`src/logic/sfi_pkg.sv`:
```
/*
 * Shared constants and types of the system interrupt enable and flag block.
 * Assumes a 32-bit Avalon-MM register bus with word-index addressing.
 */
`default_nettype none
package sfi_pkg;
	localparam int SFI_ADDR_W = 4;
	localparam int SFI_DATA_W = 32;
	localparam int SFI_REG_W = 8;
	localparam int SFI_EV_N = 5;
	localparam int SFI_PORT2_N = 8;

	// Register indices; byte address is four times the index
	localparam logic [SFI_ADDR_W-1:0] SFI_IDX_EN_LOW = 4'h0;
	localparam logic [SFI_ADDR_W-1:0] SFI_IDX_EN_HIGH = 4'h1;
	localparam logic [SFI_ADDR_W-1:0] SFI_IDX_FLAG_LOW = 4'h2;
	localparam logic [SFI_ADDR_W-1:0] SFI_IDX_FLAG_HIGH = 4'h3;
	localparam logic [SFI_ADDR_W-1:0] SFI_IDX_IRQ_STATUS = 4'h4;
	localparam logic [SFI_ADDR_W-1:0] SFI_IDX_IRQ_ENABLE = 4'h5;
	localparam logic [SFI_ADDR_W-1:0] SFI_IDX_IRQ_CLEAR = 4'h6;
	localparam logic [SFI_ADDR_W-1:0] SFI_IDX_PORT2_FLAGS = 4'h7;

	// Bit positions in the low enable and flag bytes
	localparam int SFI_BIT_WDT = 0;
	localparam int SFI_BIT_OSC = 1;
	localparam int SFI_BIT_NMI = 4;
	localparam int SFI_BIT_ACCV = 5;

	// Physically present bits
	localparam logic [SFI_REG_W-1:0] SFI_EN_LOW_MASK = 8'h33;
	localparam logic [SFI_REG_W-1:0] SFI_FLAG_LOW_MASK = 8'h13;
	localparam logic [SFI_REG_W-1:0] SFI_HIGH_MASK = 8'h00;
	localparam logic [SFI_REG_W-1:0] SFI_FULL_MASK = 8'hFF;
	localparam logic [SFI_EV_N-1:0] SFI_EV_MASK = 5'h1F;

	// Flag bits that a power-up clear resets; the watchdog flag survives it
	localparam logic [SFI_REG_W-1:0] SFI_FLAG_PUC_CLR = 8'h12;
	localparam logic [SFI_REG_W-1:0] SFI_FLAG_WDT_ONLY = 8'h01;
	localparam logic [SFI_REG_W-1:0] SFI_RST_VALUE = 8'h00;
	localparam logic [SFI_EV_N-1:0] SFI_EV_RST_VALUE = 5'h00;

	// Event status bit positions
	localparam int SFI_EV_WDT = 0;
	localparam int SFI_EV_KEY = 1;
	localparam int SFI_EV_OSC = 2;
	localparam int SFI_EV_NMI = 3;
	localparam int SFI_EV_ACCV = 4;

	typedef enum logic [1:0] {
		SFI_BUS_IDLE = 2'b01,
		SFI_BUS_ACK = 2'b10
	} sfi_bus_state_e;

	typedef struct packed {
		logic rd;
		logic wr;
		logic [SFI_ADDR_W-1:0] idx;
		logic [SFI_REG_W-1:0] wdata;
	} sfi_access_s;

	typedef struct packed {
		logic wdt_overflow;
		logic wdt_key_violation;
		logic wdt_interval;
		logic osc_fault;
		logic nmi_pin;
		logic flash_violation;
	} sfi_event_s;
endpackage
`default_nettype wire

```
`src/logic/sfi_system_irq.sv`:
```
/*
 * System interrupt enable and flag registers with maskable and
 * nonmaskable gating, event status interrupt and Avalon-MM access.
 * Assumes all event inputs are synchronous one-cycle pulses or levels.
 */
// The Avalon-MM slave port was chosen for this implementation.
`timescale 1ns/1ps
`default_nettype none
module sfi_system_irq
	import sfi_pkg::*;
(
	input wire logic mclk_in,
	input wire logic rst_n_in,
	input wire logic power_up_clear_in,
	input wire logic [SFI_ADDR_W-1:0] address_in,
	input wire logic read_in,
	input wire logic write_in,
	input wire logic [SFI_DATA_W-1:0] writedata_in,
	input wire logic [3:0] byteenable_in,
	output logic [SFI_DATA_W-1:0] readdata_out,
	output logic waitrequest_out,
	input wire logic wdt_overflow_in,
	input wire logic wdt_key_violation_in,
	input wire logic wdt_interval_in,
	input wire logic wdt_interval_mode_in,
	input wire logic osc_fault_in,
	input wire logic nmi_pin_event_in,
	input wire logic rst_pin_reset_in,
	input wire logic flash_violation_in,
	input wire logic gie_in,
	input wire logic [SFI_PORT2_N-1:0] port2_edge_in,
	output logic nmi_request_out,
	output logic wdt_irq_request_out,
	output logic wdt_reset_request_out,
	output logic irq_out
);
	sfi_event_s ev;
	sfi_access_s acc;
	logic take;
	logic wait_q;
	logic wr_stb;
	logic [SFI_REG_W-1:0] en_low;
	logic [SFI_REG_W-1:0] next_en_low;
	logic [SFI_REG_W-1:0] flag_low;
	logic [SFI_REG_W-1:0] flag_set;
	logic [SFI_REG_W-1:0] flag_clr;
	logic [SFI_PORT2_N-1:0] port2_irq_flags;
	logic [SFI_EV_N-1:0] irq_status;
	logic [SFI_EV_N-1:0] irq_enable;
	logic [SFI_EV_N-1:0] next_irq_enable;
	logic [SFI_EV_N-1:0] ev_set;
	logic [SFI_EV_N-1:0] ev_clr;
	logic [SFI_REG_W-1:0] rd_mux;
	logic [SFI_DATA_W-1:0] next_readdata;
	logic next_nmi_request;
	logic next_wdt_irq_request;
	logic next_wdt_reset_request;
	logic next_irq;
	logic watchdog_irq_enable;
	logic osc_fault_irq_enable;
	logic pin_nmi_irq_enable;
	logic flash_violation_irq_enable;

	assign ev.wdt_overflow = wdt_overflow_in;
	assign ev.wdt_key_violation = wdt_key_violation_in;
	assign ev.wdt_interval = wdt_interval_in;
	assign ev.osc_fault = osc_fault_in;
	assign ev.nmi_pin = nmi_pin_event_in;
	assign ev.flash_violation = flash_violation_in;

	sfi_avalon_slave u_bus (
		.mclk_in(mclk_in),
		.rst_n_in(rst_n_in),
		.address_in(address_in),
		.read_in(read_in),
		.write_in(write_in),
		.writedata_in(writedata_in),
		.byteenable_in(byteenable_in),
		.waitrequest_out(wait_q),
		.take_out(take),
		.access_out(acc)
	);

	// Writes land on the edge where waitrequest is seen low
	assign wr_stb = acc.wr && !wait_q;

	assign watchdog_irq_enable = en_low[SFI_BIT_WDT];
	assign osc_fault_irq_enable = en_low[SFI_BIT_OSC];
	assign pin_nmi_irq_enable = en_low[SFI_BIT_NMI];
	assign flash_violation_irq_enable = en_low[SFI_BIT_ACCV];

	// Enable registers: plain reset values; power-up clear reloads the low enable byte only, not the event enable
	always_comb
	begin
		next_en_low = en_low;
		next_irq_enable = irq_enable;
		if (power_up_clear_in)
			next_en_low = SFI_RST_VALUE;
		else if (wr_stb && acc.idx == SFI_IDX_EN_LOW)
			next_en_low = acc.wdata & SFI_EN_LOW_MASK;
		if (wr_stb && acc.idx == SFI_IDX_IRQ_ENABLE)
			next_irq_enable = acc.wdata[SFI_EV_N-1:0] & SFI_EV_MASK;
	end

	always_ff @(posedge mclk_in or negedge rst_n_in)
	begin
		if (!rst_n_in)
		begin
			en_low <= SFI_RST_VALUE;
			irq_enable <= SFI_EV_RST_VALUE;
		end
		else
		begin
			en_low <= next_en_low;
			irq_enable <= next_irq_enable;
		end
	end

	// Flag byte sources; flash violation flag stays in the flash module
	always_comb
	begin
		flag_set = SFI_RST_VALUE;
		flag_set[SFI_BIT_WDT] = (ev.wdt_overflow && !wdt_interval_mode_in)
			|| ev.wdt_key_violation
			|| (ev.wdt_interval && wdt_interval_mode_in);
		flag_set[SFI_BIT_OSC] = ev.osc_fault;
		flag_set[SFI_BIT_NMI] = ev.nmi_pin;
		flag_clr = SFI_RST_VALUE;
		if (power_up_clear_in)
			flag_clr = SFI_FLAG_PUC_CLR;
		if (rst_pin_reset_in)
			flag_clr = flag_clr | SFI_FLAG_WDT_ONLY;
	end

	// Watchdog flag reaches zero on power-on through the async reset
	sfi_sticky_bits #(
		.W(SFI_REG_W),
		.PRESENT(SFI_FLAG_LOW_MASK),
		.RST_VALUE(SFI_RST_VALUE)
	) u_flag_low (
		.mclk_in(mclk_in),
		.rst_n_in(rst_n_in),
		.set_in(flag_set),
		.clr_in(flag_clr),
		.wr_in(wr_stb && acc.idx == SFI_IDX_FLAG_LOW),
		.wdata_in(acc.wdata),
		.q_out(flag_low)
	);

	// Full eight-bit second-port flag row, all eight pins bonded or not
	sfi_sticky_bits #(
		.W(SFI_PORT2_N),
		.PRESENT(SFI_FULL_MASK),
		.RST_VALUE(SFI_RST_VALUE)
	) u_port2 (
		.mclk_in(mclk_in),
		.rst_n_in(rst_n_in),
		.set_in(port2_edge_in),
		.clr_in(power_up_clear_in ? SFI_FULL_MASK : SFI_RST_VALUE),
		.wr_in(wr_stb && acc.idx == SFI_IDX_PORT2_FLAGS),
		.wdata_in(acc.wdata),
		.q_out(port2_irq_flags)
	);

	// Event status: sticky, cleared by writing ones to the clear index
	always_comb
	begin
		ev_set = SFI_EV_RST_VALUE;
		ev_set[SFI_EV_WDT] = ev.wdt_overflow || ev.wdt_interval;
		ev_set[SFI_EV_KEY] = ev.wdt_key_violation;
		ev_set[SFI_EV_OSC] = ev.osc_fault;
		ev_set[SFI_EV_NMI] = ev.nmi_pin;
		ev_set[SFI_EV_ACCV] = ev.flash_violation;
		ev_clr = SFI_EV_RST_VALUE;
		if (wr_stb && acc.idx == SFI_IDX_IRQ_CLEAR)
			ev_clr = acc.wdata[SFI_EV_N-1:0];
	end

	sfi_sticky_bits #(
		.W(SFI_EV_N),
		.PRESENT(SFI_EV_MASK),
		.RST_VALUE(SFI_EV_RST_VALUE)
	) u_status (
		.mclk_in(mclk_in),
		.rst_n_in(rst_n_in),
		.set_in(ev_set),
		.clr_in(ev_clr),
		.wr_in(1'b0),
		.wdata_in(SFI_EV_RST_VALUE),
		.q_out(irq_status)
	);

	// Read mux; high bytes and absent bits read zero
	always_comb
	begin
		if (acc.idx == SFI_IDX_EN_LOW)
			rd_mux = en_low;
		else if (acc.idx == SFI_IDX_EN_HIGH)
			rd_mux = SFI_HIGH_MASK;
		else if (acc.idx == SFI_IDX_FLAG_LOW)
			rd_mux = flag_low;
		else if (acc.idx == SFI_IDX_FLAG_HIGH)
			rd_mux = SFI_HIGH_MASK;
		else if (acc.idx == SFI_IDX_IRQ_STATUS)
			rd_mux = {{(SFI_REG_W-SFI_EV_N){1'b0}}, irq_status};
		else if (acc.idx == SFI_IDX_IRQ_ENABLE)
			rd_mux = {{(SFI_REG_W-SFI_EV_N){1'b0}}, irq_enable};
		else if (acc.idx == SFI_IDX_PORT2_FLAGS)
			rd_mux = port2_irq_flags;
		else
			rd_mux = SFI_RST_VALUE;
		next_readdata = readdata_out;
		if (take && read_in)
			next_readdata = {{(SFI_DATA_W-SFI_REG_W){1'b0}}, rd_mux};
	end

	// Request gating; registered so every output but waitrequest_out comes from a flop
	always_comb
	begin
		next_nmi_request = (flag_low[SFI_BIT_OSC] && osc_fault_irq_enable)
			|| (flag_low[SFI_BIT_NMI] && pin_nmi_irq_enable)
			|| (flash_violation_in && flash_violation_irq_enable);
		next_wdt_irq_request = flag_low[SFI_BIT_WDT] && watchdog_irq_enable
			&& wdt_interval_mode_in && gie_in;
		// Reset-mode expiry and key violation ignore every enable
		next_wdt_reset_request = (ev.wdt_overflow && !wdt_interval_mode_in)
			|| ev.wdt_key_violation;
		next_irq = |(irq_status & irq_enable);
	end

	always_ff @(posedge mclk_in or negedge rst_n_in)
	begin
		if (!rst_n_in)
		begin
			readdata_out <= '0;
			nmi_request_out <= 1'b0;
			wdt_irq_request_out <= 1'b0;
			wdt_reset_request_out <= 1'b0;
			irq_out <= 1'b0;
		end
		else
		begin
			readdata_out <= next_readdata;
			nmi_request_out <= next_nmi_request;
			wdt_irq_request_out <= next_wdt_irq_request;
			wdt_reset_request_out <= next_wdt_reset_request;
			irq_out <= next_irq;
		end
	end

	assign waitrequest_out = wait_q;
endmodule
`default_nettype wire

```
`src/logic/sfi_sticky_bits.sv`:
```
/*
 * Row of sticky bits: hardware set, software write, clear strobes.
 * Assumes set and clear strobes are synchronous to the clock.
 */
`timescale 1ns/1ps
`default_nettype none
module sfi_sticky_bits
	import sfi_pkg::*;
#(
	parameter int W = 8,
	parameter logic [W-1:0] PRESENT = '1,
	parameter logic [W-1:0] RST_VALUE = '0
)
(
	input wire logic mclk_in,
	input wire logic rst_n_in,
	input wire logic [W-1:0] set_in,
	input wire logic [W-1:0] clr_in,
	input wire logic wr_in,
	input wire logic [W-1:0] wdata_in,
	output logic [W-1:0] q_out
);
	logic [W-1:0] next_q;

	genvar i;
	generate
		for (i = 0; i < W; i++)
		begin : g_bit
			if (PRESENT[i])
			begin : g_present
				// Set beats both the clear strobe and a software write of zero
				always_comb
				begin
					next_q[i] = set_in[i] | ((wr_in ? wdata_in[i] : q_out[i]) & ~clr_in[i]);
				end
				always_ff @(posedge mclk_in or negedge rst_n_in)
				begin
					if (!rst_n_in)
						q_out[i] <= RST_VALUE[i];
					else
						q_out[i] <= next_q[i];
				end
			end
			else
			begin : g_absent
				// Absent bit: no storage, reads as zero
				assign next_q[i] = 1'b0;
				assign q_out[i] = 1'b0;
			end
		end
	endgenerate
endmodule
`default_nettype wire

```
`src/logic/sfi_avalon_slave.sv`:
```
/*
 * Avalon-MM slave handshake: one wait cycle, then a one-cycle access strobe.
 * Assumes the master holds its request until waitrequest is seen low.
 */
`timescale 1ns/1ps
`default_nettype none
module sfi_avalon_slave
	import sfi_pkg::*;
(
	input wire logic mclk_in,
	input wire logic rst_n_in,
	input wire logic [SFI_ADDR_W-1:0] address_in,
	input wire logic read_in,
	input wire logic write_in,
	input wire logic [SFI_DATA_W-1:0] writedata_in,
	input wire logic [3:0] byteenable_in,
	output logic waitrequest_out,
	output logic take_out,
	output sfi_access_s access_out
);
	sfi_bus_state_e state;
	sfi_bus_state_e next_state;

	always_comb
	begin
		next_state = state;
		case (state)
			SFI_BUS_IDLE:
				if (read_in || write_in)
					next_state = SFI_BUS_ACK;
			SFI_BUS_ACK:
				next_state = SFI_BUS_IDLE;
			default:
				next_state = SFI_BUS_IDLE;
		endcase
	end

	always_ff @(posedge mclk_in or negedge rst_n_in)
	begin
		if (!rst_n_in)
			state <= SFI_BUS_IDLE;
		else
			state <= next_state;
	end

	// Waitrequest is low exactly in the ACK cycle
	assign waitrequest_out = (state != SFI_BUS_ACK);
	assign take_out = (state == SFI_BUS_IDLE) && (read_in || write_in);
	// Data sits in the low byte lane; other lanes are ignored
	assign access_out.rd = read_in;
	assign access_out.wr = write_in && byteenable_in[0];
	assign access_out.idx = address_in;
	assign access_out.wdata = writedata_in[SFI_REG_W-1:0];
endmodule
`default_nettype wire

```
`config.mk`:
```
export PLATFORM = sky130hd
export DESIGN_NAME = sfi_system_irq
export DESIGN_NICKNAME = d
export VERILOG_FILES = /design/src/logic/sfi_pkg.sv /design/src/logic/sfi_system_irq.sv /design/src/logic/sfi_sticky_bits.sv /design/src/logic/sfi_avalon_slave.sv
export SDC_FILE = /design/constraint.sdc
export NUM_CORES = 1
export LEC_CHECK = 0
export BUFFER_PORTS_ARGS = -buffer_cell sky130_fd_sc_hd__clkbuf_2
export CORE_MARGIN = 3
export CORE_UTILIZATION = 50
export DETAILED_ROUTE_END_ITERATION = 7
export PLACE_DENSITY = 0.85
export SLEW_MARGIN = 10
export SYNTH_ARGS = -nofsm -noshare
export SYNTH_HDL_FRONTEND = slang
export SYNTH_SLANG_ARGS = --single-unit
```
`constraint.sdc`:
```
create_clock -name mclk_in -period 2.59 [get_ports mclk_in]
set_input_delay 0.259 -clock mclk_in [delete_from_list [all_inputs] [get_ports mclk_in]]
set_output_delay 0.259 -clock mclk_in [all_outputs]
set_load 0.005 [all_outputs]
```
==> load_flow_metrics.sql, run 1 <==
INSERT INTO impl_metrics (metric_group, metric, value, unit) VALUES
('critical_path', 'worst_setup_path_start_kind', 'flop', ''),
('critical_path', 'timing.critical_path.fanout_max', '9', ''),
('critical_path', 'critical_path.max_stage_delay', '0.41', 'ns'),
('sta', 'timing.final.hold_violations', '0', ''),
('layout', 'stdcell_area', '2380', 'µm²'),
('global_routing', 'grt_pass1_wl', '7.38', 'mm'),
('power_and_ir_drop', 'sequentialPowerShare', '49.9', '%'),
('clocking', 'cts.repair_timing.setup_buffer_count', '0', ''),
('sta', 'tns', '0', 'ns'),
('critical_path', 'critPathArrivalTime', '2.01', 'ns'),
('drt', 'topRoutingLayerUsed', 'met4', ''),
('drt', 'drt.antenna.violating_nets', '0', ''),
('global_routing', 'antenna_found_initial', '0', ''),
('power_and_ir_drop', 'net-switching-power', '0.413', 'mW'),
('synthesis', 'ys_top_cells_by_area', 'sky130_fd_sc_hd__dfrtp_1 45%, sky130_fd_sc_hd__buf_4 8.6%, sky130_fd_sc_hd__mux2_2 7.0%', ''),
('sta', 'setup-violations-final', '0', ''),
('global_routing', 'groute.usage.overall', '18.5', '%'),
('power_and_ir_drop', 'p_total', '1.49', 'mW'),
('critical_path', 'worstPathBufferInverterCount', '1', ''),
('synthesis', 'synth_top_cell_area_share', '45.2', '%'),
('layout', 'layout.nets', '302', ''),
('die', 'io_pins', '99', ''),
('clocking', 'cts_buffers', '5', ''),
('sta', 'finalHoldWorstSlack', '0.101', 'ns'),
('die', 'initial_core_util', '54.6', '%'),
('critical_path', 'timing.critical_path.depth', '4', ''),
('power_and_ir_drop', 'pwr-share-clk', '30.0', '%'),
('drt', 'detail_route.drc_violations', '0', ''),
('layout', 'layout-drive-gt1-share', '30.7', '%'),
('drt', 'firstDrtPassIters', '5', ''),
('synthesis', 'yosysWarningCount', '0', ''),
('drt', 'dr.first_iter.drc_count', '109', ''),
('drt', 'routedWlPerCell', '15.4', 'µm'),
('layout', 'antennaDiodeCount', '0', ''),
('layout', 'area_growth', '13.1', '%'),
('critical_path', 'timing.setup.critical_path_class', 'reg -> reg', ''),
('drt', 'met2RoutedLength', '2.20', 'mm'),
('die', 'rows', '22', ''),
('power_and_ir_drop', 'areal_power_density_over_the_cells', '626', 'nW/µm²'),
('drt', 'vias_per_cell', '5.43', ''),
('placed_design', 'pre_cts_ws', '0.770', 'ns'),
('drt', 'finalWirelength', '4.46', 'mm'),
('synthesis', 'synth_area_per_cell', '10.9', 'µm²'),
('synthesis', 'synth_edf_count', '0', ''),
('drt', 'route.vias.total', '1569', ''),
('sta', 'maxClockFrequency', '544', 'MHz'),
('critical_path', 'crit_path_cell_trace', 'nand4b_1 -> buf_4 -> or2_0 -> a311o_1', ''),
('sta', 'grt_setup_unrepaired', 'no', ''),
('synthesis', 'synth-async-reset-ratio', '100', '%'),
('power_and_ir_drop', 'switching_share', '27.7', '%'),
('critical_path', 'cp-end-kind', 'flop', ''),
('status', 'status', 'finished clean', ''),
('clocking', 'clkSinkCount', '39', ''),
('clocking', 'post_cts_resized', '0', ''),
('synthesis', 'ys.flop_type', 'sky130_fd_sc_hd__dfrtp_1', ''),
('synthesis', 'syn_area', '2100', 'µm²'),
('synthesis', 'yosysUniqueCellTypes', '40', ''),
('clocking', 'clkLatencyLatePin', '0.29', 'ns'),
('power_and_ir_drop', 'leakagePower', '1.16', 'nW'),
('synthesis', 'synth.ff_latch_count', '39', ''),
('synthesis', 'post_synthesis_instance_total', '193', ''),
('layout', 'fin_util', '61.8', '%'),
('die', 'chipHeight', '70.9', 'µm'),
('global_routing', 'grt_start_max_net_pins', '40', ''),
('drt', 'met3WireLength', '291', 'µm'),
('job', 'max-cap-violations', '0', ''),
('die', 'die_area', '5020', 'µm²'),
('sta', 'post_route_clock_period_utilization', '71.0', '%'),
('placed_design', 'gpl.final_weighted_congestion', '0.877', ''),
('sta', 'clock_skew', '0.00229', 'ns'),
('sta', 'count_of_final_max_slew_check_failures', '0', '');
-- kinds of logic (layout without fill, tap and decap cells) --
| family | after synthesis | count (layout) | share of synthesized area, % |
|---|---|---|---|
| simple gates | 55 | 55 | 17.4 |
| mux | 17 | 17 | 8.86 |
| buf+inv | 45 | 70 | 12.6 |
| compound gates | 36 | 36 | 14.6 |
| flops | 39 | 39 | 46.4 |
| other cells | 1 | 24 | 0.178 |
-- worst register-to-register path, delay by kind of cell (launching register included) --
family | cells | cell delay [ns]
buffers and inverters | 1 | 0.25
AOI/OAI and AO/OA | 1 | 0.42
DFF | 1 | 0.39
and+or+nand+nor | 2 | 0.67
-- path summary, 6_finish.rpt --
check / start / endpoint / slack, ns
max: u_bus.state[0] / u_port2.q_out[3] / 0.75
min: rst_n_in / readdata_out[7] / 0.10
max reg2reg: u_bus.state[0] / u_port2.q_out[3] / 0.75
min reg2reg: readdata_out[5] / readdata_out[5] / 0.49
max in group asynchronous: rst_n_in / u_status.q_out[0] / 1.91
min in group mclk_in: port2_edge_in[0] / u_port2.q_out[0] / 0.17
-- power groups by stage --
| stage | Combinational (mW) | Sequential, mW | Clock (mW) |
|---|---|---|---|
| 3_5_place_dp | 0.301 | 0.756 | 0 |
| 4_1_cts | 0.303 | 0.743 | 0.460 |
| 5_1_grt | 0.333 | 0.752 | 0.487 |
| 2_1_floorplan | 0.198 | 0.747 | 0 |
| 6_report | 0.300 | 0.743 | 0.447 |
| 3_3_place_gp | 0.295 | 0.749 | 0 |
-- cells in the final DEF, fill, tap and decap left out, types with 2 or more instances in the layout --
master	netlist	final
sky130_fd_sc_hd__nor4_1	4	4
sky130_fd_sc_hd__a22o_1	6	6
sky130_fd_sc_hd__clkbuf_8	0	7
sky130_fd_sc_hd__nor2_1	8	8
sky130_fd_sc_hd__nand3_1	4	4
sky130_fd_sc_hd__o211ai_1	3	3
sky130_fd_sc_hd__and4_1	3	3
sky130_fd_sc_hd__clkbuf_2	0	47
sky130_fd_sc_hd__inv_1	14	14
sky130_fd_sc_hd__nand2b_1	7	7
sky130_fd_sc_hd__a31oi_1	5	5
sky130_fd_sc_hd__a32oi_1	3	3
sky130_fd_sc_hd__mux2i_1	4	4
sky130_fd_sc_hd__a222oi_1	2	2
sky130_fd_sc_hd__a311o_1	10	10
sky130_fd_sc_hd__nand2_1	10	10
sky130_fd_sc_hd__dfrtp_1	38	38
sky130_fd_sc_hd__nor4b_4	2	2
sky130_fd_sc_hd__nor3_1	6	6
sky130_fd_sc_hd__mux2_2	13	13
sky130_fd_sc_hd__conb_1	1	24
sky130_fd_sc_hd__nor2b_1	2	2
-- sequential cells by signal, summed over array words and instances (netlist names) --
signal                 cells
nmi_request_out            1
wdt_irq_request_out        1
readdata_out               8
en_low                     4
wdt_reset_request_out      1
u_status.q_out             5
u_flag_low.q_out           3
irq_out                    1
irq_enable                 5
u_port2.q_out              8
u_bus.state                2
-- metal layers --
metal / track usage, % / vias up
li1: - / 762
met1: 24.8 / 740
met2: 30.5 / 65
met3: 3.69 / 2
met4: 5.01 / 0
met5: 0 / -
-- cell type report --
type                    instances  area [µm²]  share of cell area, %
flip-flops and latches         39         977                   41.0
clock buffers                   8         100                   4.20
multi-input cells             132         948                   39.8
repair buffers                 48         243                   10.2
well taps                      48        60.1                   2.52
inverters                      14        52.6                   2.21
Note: power is estimated with default switching activity, not from simulation.
==> inputs of run 2 (changes only) <==
--- a/config.mk
+++ b/config.mk
@@ -7,9 +7,9 @@
 export LEC_CHECK = 0
 export BUFFER_PORTS_ARGS = -buffer_cell sky130_fd_sc_hd__clkbuf_2
 export CORE_MARGIN = 3
-export CORE_UTILIZATION = 50
+export CORE_UTILIZATION = 42
 export DETAILED_ROUTE_END_ITERATION = 7
-export PLACE_DENSITY = 0.85
+export PLACE_DENSITY = 0.76
 export SLEW_MARGIN = 10
 export SYNTH_ARGS = -nofsm -noshare
 export SYNTH_HDL_FRONTEND = slang
==> constraint.sdc (replaced) <==
create_clock -name mclk_in -period 1.5 [get_ports mclk_in]
set_input_delay 0.15 -clock mclk_in [delete_from_list [all_inputs] [get_ports mclk_in]]
set_output_delay 0.15 -clock mclk_in [all_outputs]
set_load 0.005 [all_outputs]
==> run 2 against run 1 <==
Effect of this change: first-iteration DRC count increased by 34%; non-clock buffer count rose by 18; combinational power up 120%; setup slack got worse by 0.88 ns; sequential cell count unchanged; power grew 73%; cell count up 12%; global-route usage down 1.9 points; count of clock-buffer cells in the layout fell by 3; fmax is 13% higher; the flow now finishes with violations (negative setup slack); largest cell class is now multi-input gates; worst hold slack worse by 0.043 ns.
==> load_flow_metrics.sql, run 2 (same netlist as run 1, synthesis figures left out) <==
INSERT INTO impl_metrics (metric_group, metric, value, unit) VALUES
('clocking', 'clkLatencyLatePin', '0.29', 'ns'),
('global_routing', 'grt_pass1_vias', '1544', ''),
('die', 'initial_core_util', '44.0', '%'),
('clocking', 'cts_buffers', '5', ''),
('layout', 'reg.largest.list', 'readdata_out x8, u_port2.q_out x8', ''),
('status', 'violations', 'negative setup slack', ''),
('worst_hold_path', 'holdCritStartpoint', 'port2_edge_in[3]', ''),
('power_and_ir_drop', 'p_total', '2.57', 'mW'),
('drt', 'finalWirelength', '4.81', 'mm'),
('die', 'io_pins', '99', ''),
('layout', 'area_growth', '22.2', '%'),
('placed_design', 'gpl.final_weighted_congestion', '0.804', ''),
('power_and_ir_drop', 'peakVddDrop', '0.449', 'mV'),
('worst_hold_path', 'hold_wc_path_type', 'in -> reg', ''),
('clocking', 'cts_tree', 'done', ''),
('placed_design', 'count_of_buffers_inserted_at_the_top_level_ports', '47', ''),
('clocking', 'clkSinkCount', '39', ''),
('drt', 'routedWlPerCell', '14.9', 'µm'),
('sta', 'final.setup.worst_slack', '-0.126', 'ns'),
('layout', 'mostFrequentLayoutCells', '47 x sky130_fd_sc_hd__clkbuf_2, 38 x sky130_fd_sc_hd__dfrtp_1, 24 x sky130_fd_sc_hd__conb_1, 17 x sky130_fd_sc_hd__buf_4, 14 x sky130_fd_sc_hd__inv_1', ''),
('critical_path', 'cp.required', '1.67', 'ns'),
('critical_path', 'timing.setup.critical_path_class', 'reg -> reg', ''),
('drt', 'dr.first_iter.drc_count', '146', ''),
('critical_path', 'timing.critical_path.fanout_max', '8', ''),
('sta', 'clock_skew', '0.00758', 'ns'),
('power_and_ir_drop', 'areal_power_density_over_the_cells', '1000', 'nW/µm²'),
('clocking', 'cts.reportedPaths.clkPinSlew', '0.08', 'ns'),
('drt', 'detail_route.drc_violations', '0', ''),
('critical_path', 'regToRegSetupSlack', '-0.13', 'ns'),
('clocking', 'max-clock-path-buffers', '2', ''),
('sta', 'timing.final.hold_violations', '0', ''),
('drt', 'firstDrtPassIters', '4', ''),
('layout', 'mostFrequentLayoutCell', 'sky130_fd_sc_hd__clkbuf_2', ''),
('sta', 'finalHoldWorstSlack', '0.0588', 'ns'),
('critical_path', 'worst_setup_path_start_kind', 'flop', ''),
('status', 'status', 'finished with violations', ''),
('sta', 'maxClockFrequency', '615', 'MHz'),
('die', 'rows', '25', ''),
('clocking', 'cell_at_the_root_of_the_clock_tree', 'sky130_fd_sc_hd__clkbuf_8', ''),
('global_routing', 'antenna_found_initial', '0', ''),
('sta', 'post_route_clock_period_utilization', '108', '%'),
('sta', 'crit_path_time_final', '1.63', 'ns'),
('drt', 'vias_per_cell', '5.07', ''),
('layout', 'layout-drive-gt1-share', '37.0', '%'),
('die', 'chipHeight', '76.8', 'µm'),
('power_and_ir_drop', 'leakagePower', '1.24', 'nW'),
('die', 'core_area', '4790', 'µm²'),
('layout', 'antennaDiodeCount', '0', ''),
('critical_path', 'critPathArrivalTime', '1.80', 'ns'),
('global_routing', 'grt_pass1_wl', '7.78', 'mm'),
('layout', 'layout.nets', '320', ''),
('placed_design', 'detailedPlacementHpwl', '3.64', 'mm'),
('global_routing', 'grt_start_max_net_pins', '40', ''),
('critical_path', 'worst_setup_path_startpoint', 'u_bus.state[0]', ''),
('global_routing', 'globalRoute.totalOverflow', '0', ''),
('sta', 'setup-violations-final', '14', ''),
('die', 'die_area', '5900', 'µm²'),
('drt', 'route.vias.total', '1643', ''),
('sta', 'count_of_final_max_slew_check_failures', '0', ''),
('critical_path', 'rr_startpoint', 'u_bus.state[0]', ''),
('die', 'die_w', '76.8', 'µm'),
('drt', 'drt.antenna.violating_nets', '0', ''),
('global_routing', 'groute.usage.overall', '16.5', '%'),
('job', 'max-cap-violations', '0', ''),
('critical_path', 'cp-end-kind', 'flop', ''),
('clocking', 'h-tree-depth', '2', ''),
('sta', 'grt_setup_unrepaired', 'yes', '');
-- run 2: metal layers --
layer	GRT usage [%]	part of all wire [%]
met3	3.87	5.7
met4	5.43	0.44
met1	22.9	46
met2	25.4	48
met5	0	0
-- run 2: what timing repair did --
item / in CTS / in global routing
pin swaps: 9 / 3
hold buffers: 1 / 0
endpoints found under the hold margin: 38 / 0
setup endpoints to repair: 15 / 16
setup buffers: 0 / 3
gates resized for setup: 4 / 8
-- run 2: path summary, 6_finish.rpt --
| kind | to | cells past startpoint |
|---|---|---|
| worst max-delay path | u_port2.q_out[7] | 4 |
| worst min-delay path | u_port2.q_out[3] | 2 |
| worst max register to register | u_port2.q_out[7] | 4 |
| worst min register to register | readdata_out[5] | 2 |
| max in group asynchronous | u_bus.state[0] | 3 |
| min in group asynchronous | readdata_out[1] | 3 |
-- run 2: critical path, stage by stage (launching register included) --
cell and delay [ns]:
sky130_fd_sc_hd__dfstp_2 0.37, sky130_fd_sc_hd__nand4b_1 0.28, sky130_fd_sc_hd__buf_4 0.22, sky130_fd_sc_hd__or2_4 0.28, sky130_fd_sc_hd__a311o_1 0.36
-- run 2: report_power, final --
part / switching [mW] / internal (mW)
Combinational: 0.310 / 0.335
Clock: 0.356 / 0.309
Sequential: 0.0706 / 1.19
Total: 0.737 / 1.83
-- run 2: area by class of cell --
cell class | count | area (µm²)
Clock buffer | 5 | 68.8
Clock inverter | 1 | 7.51
Fill cell | 441 | 2210
Inverter | 14 | 52.6
Multi-Input combinational cell | 132 | 997
Sequential cell | 39 | 977
Tap cell | 67 | 83.8
Timing Repair Buffer | 66 | 384
-- run 2: stage by stage --
step                std cells  area, µm²  utilization (%)  setup WS (ns)  TNS [ns]
floorplan                 216       2190                -        -0.0143   -0.0716
global route              324       2570             53.7         -0.168     -1.50
CTS                       323       2520             52.6        -0.0893    -0.442
global placement          316       2420             50.7         -0.144     -1.42
detailed placement        316       2420             50.7         -0.161     -1.50
finish                    324       2570             53.7         -0.126    -0.624
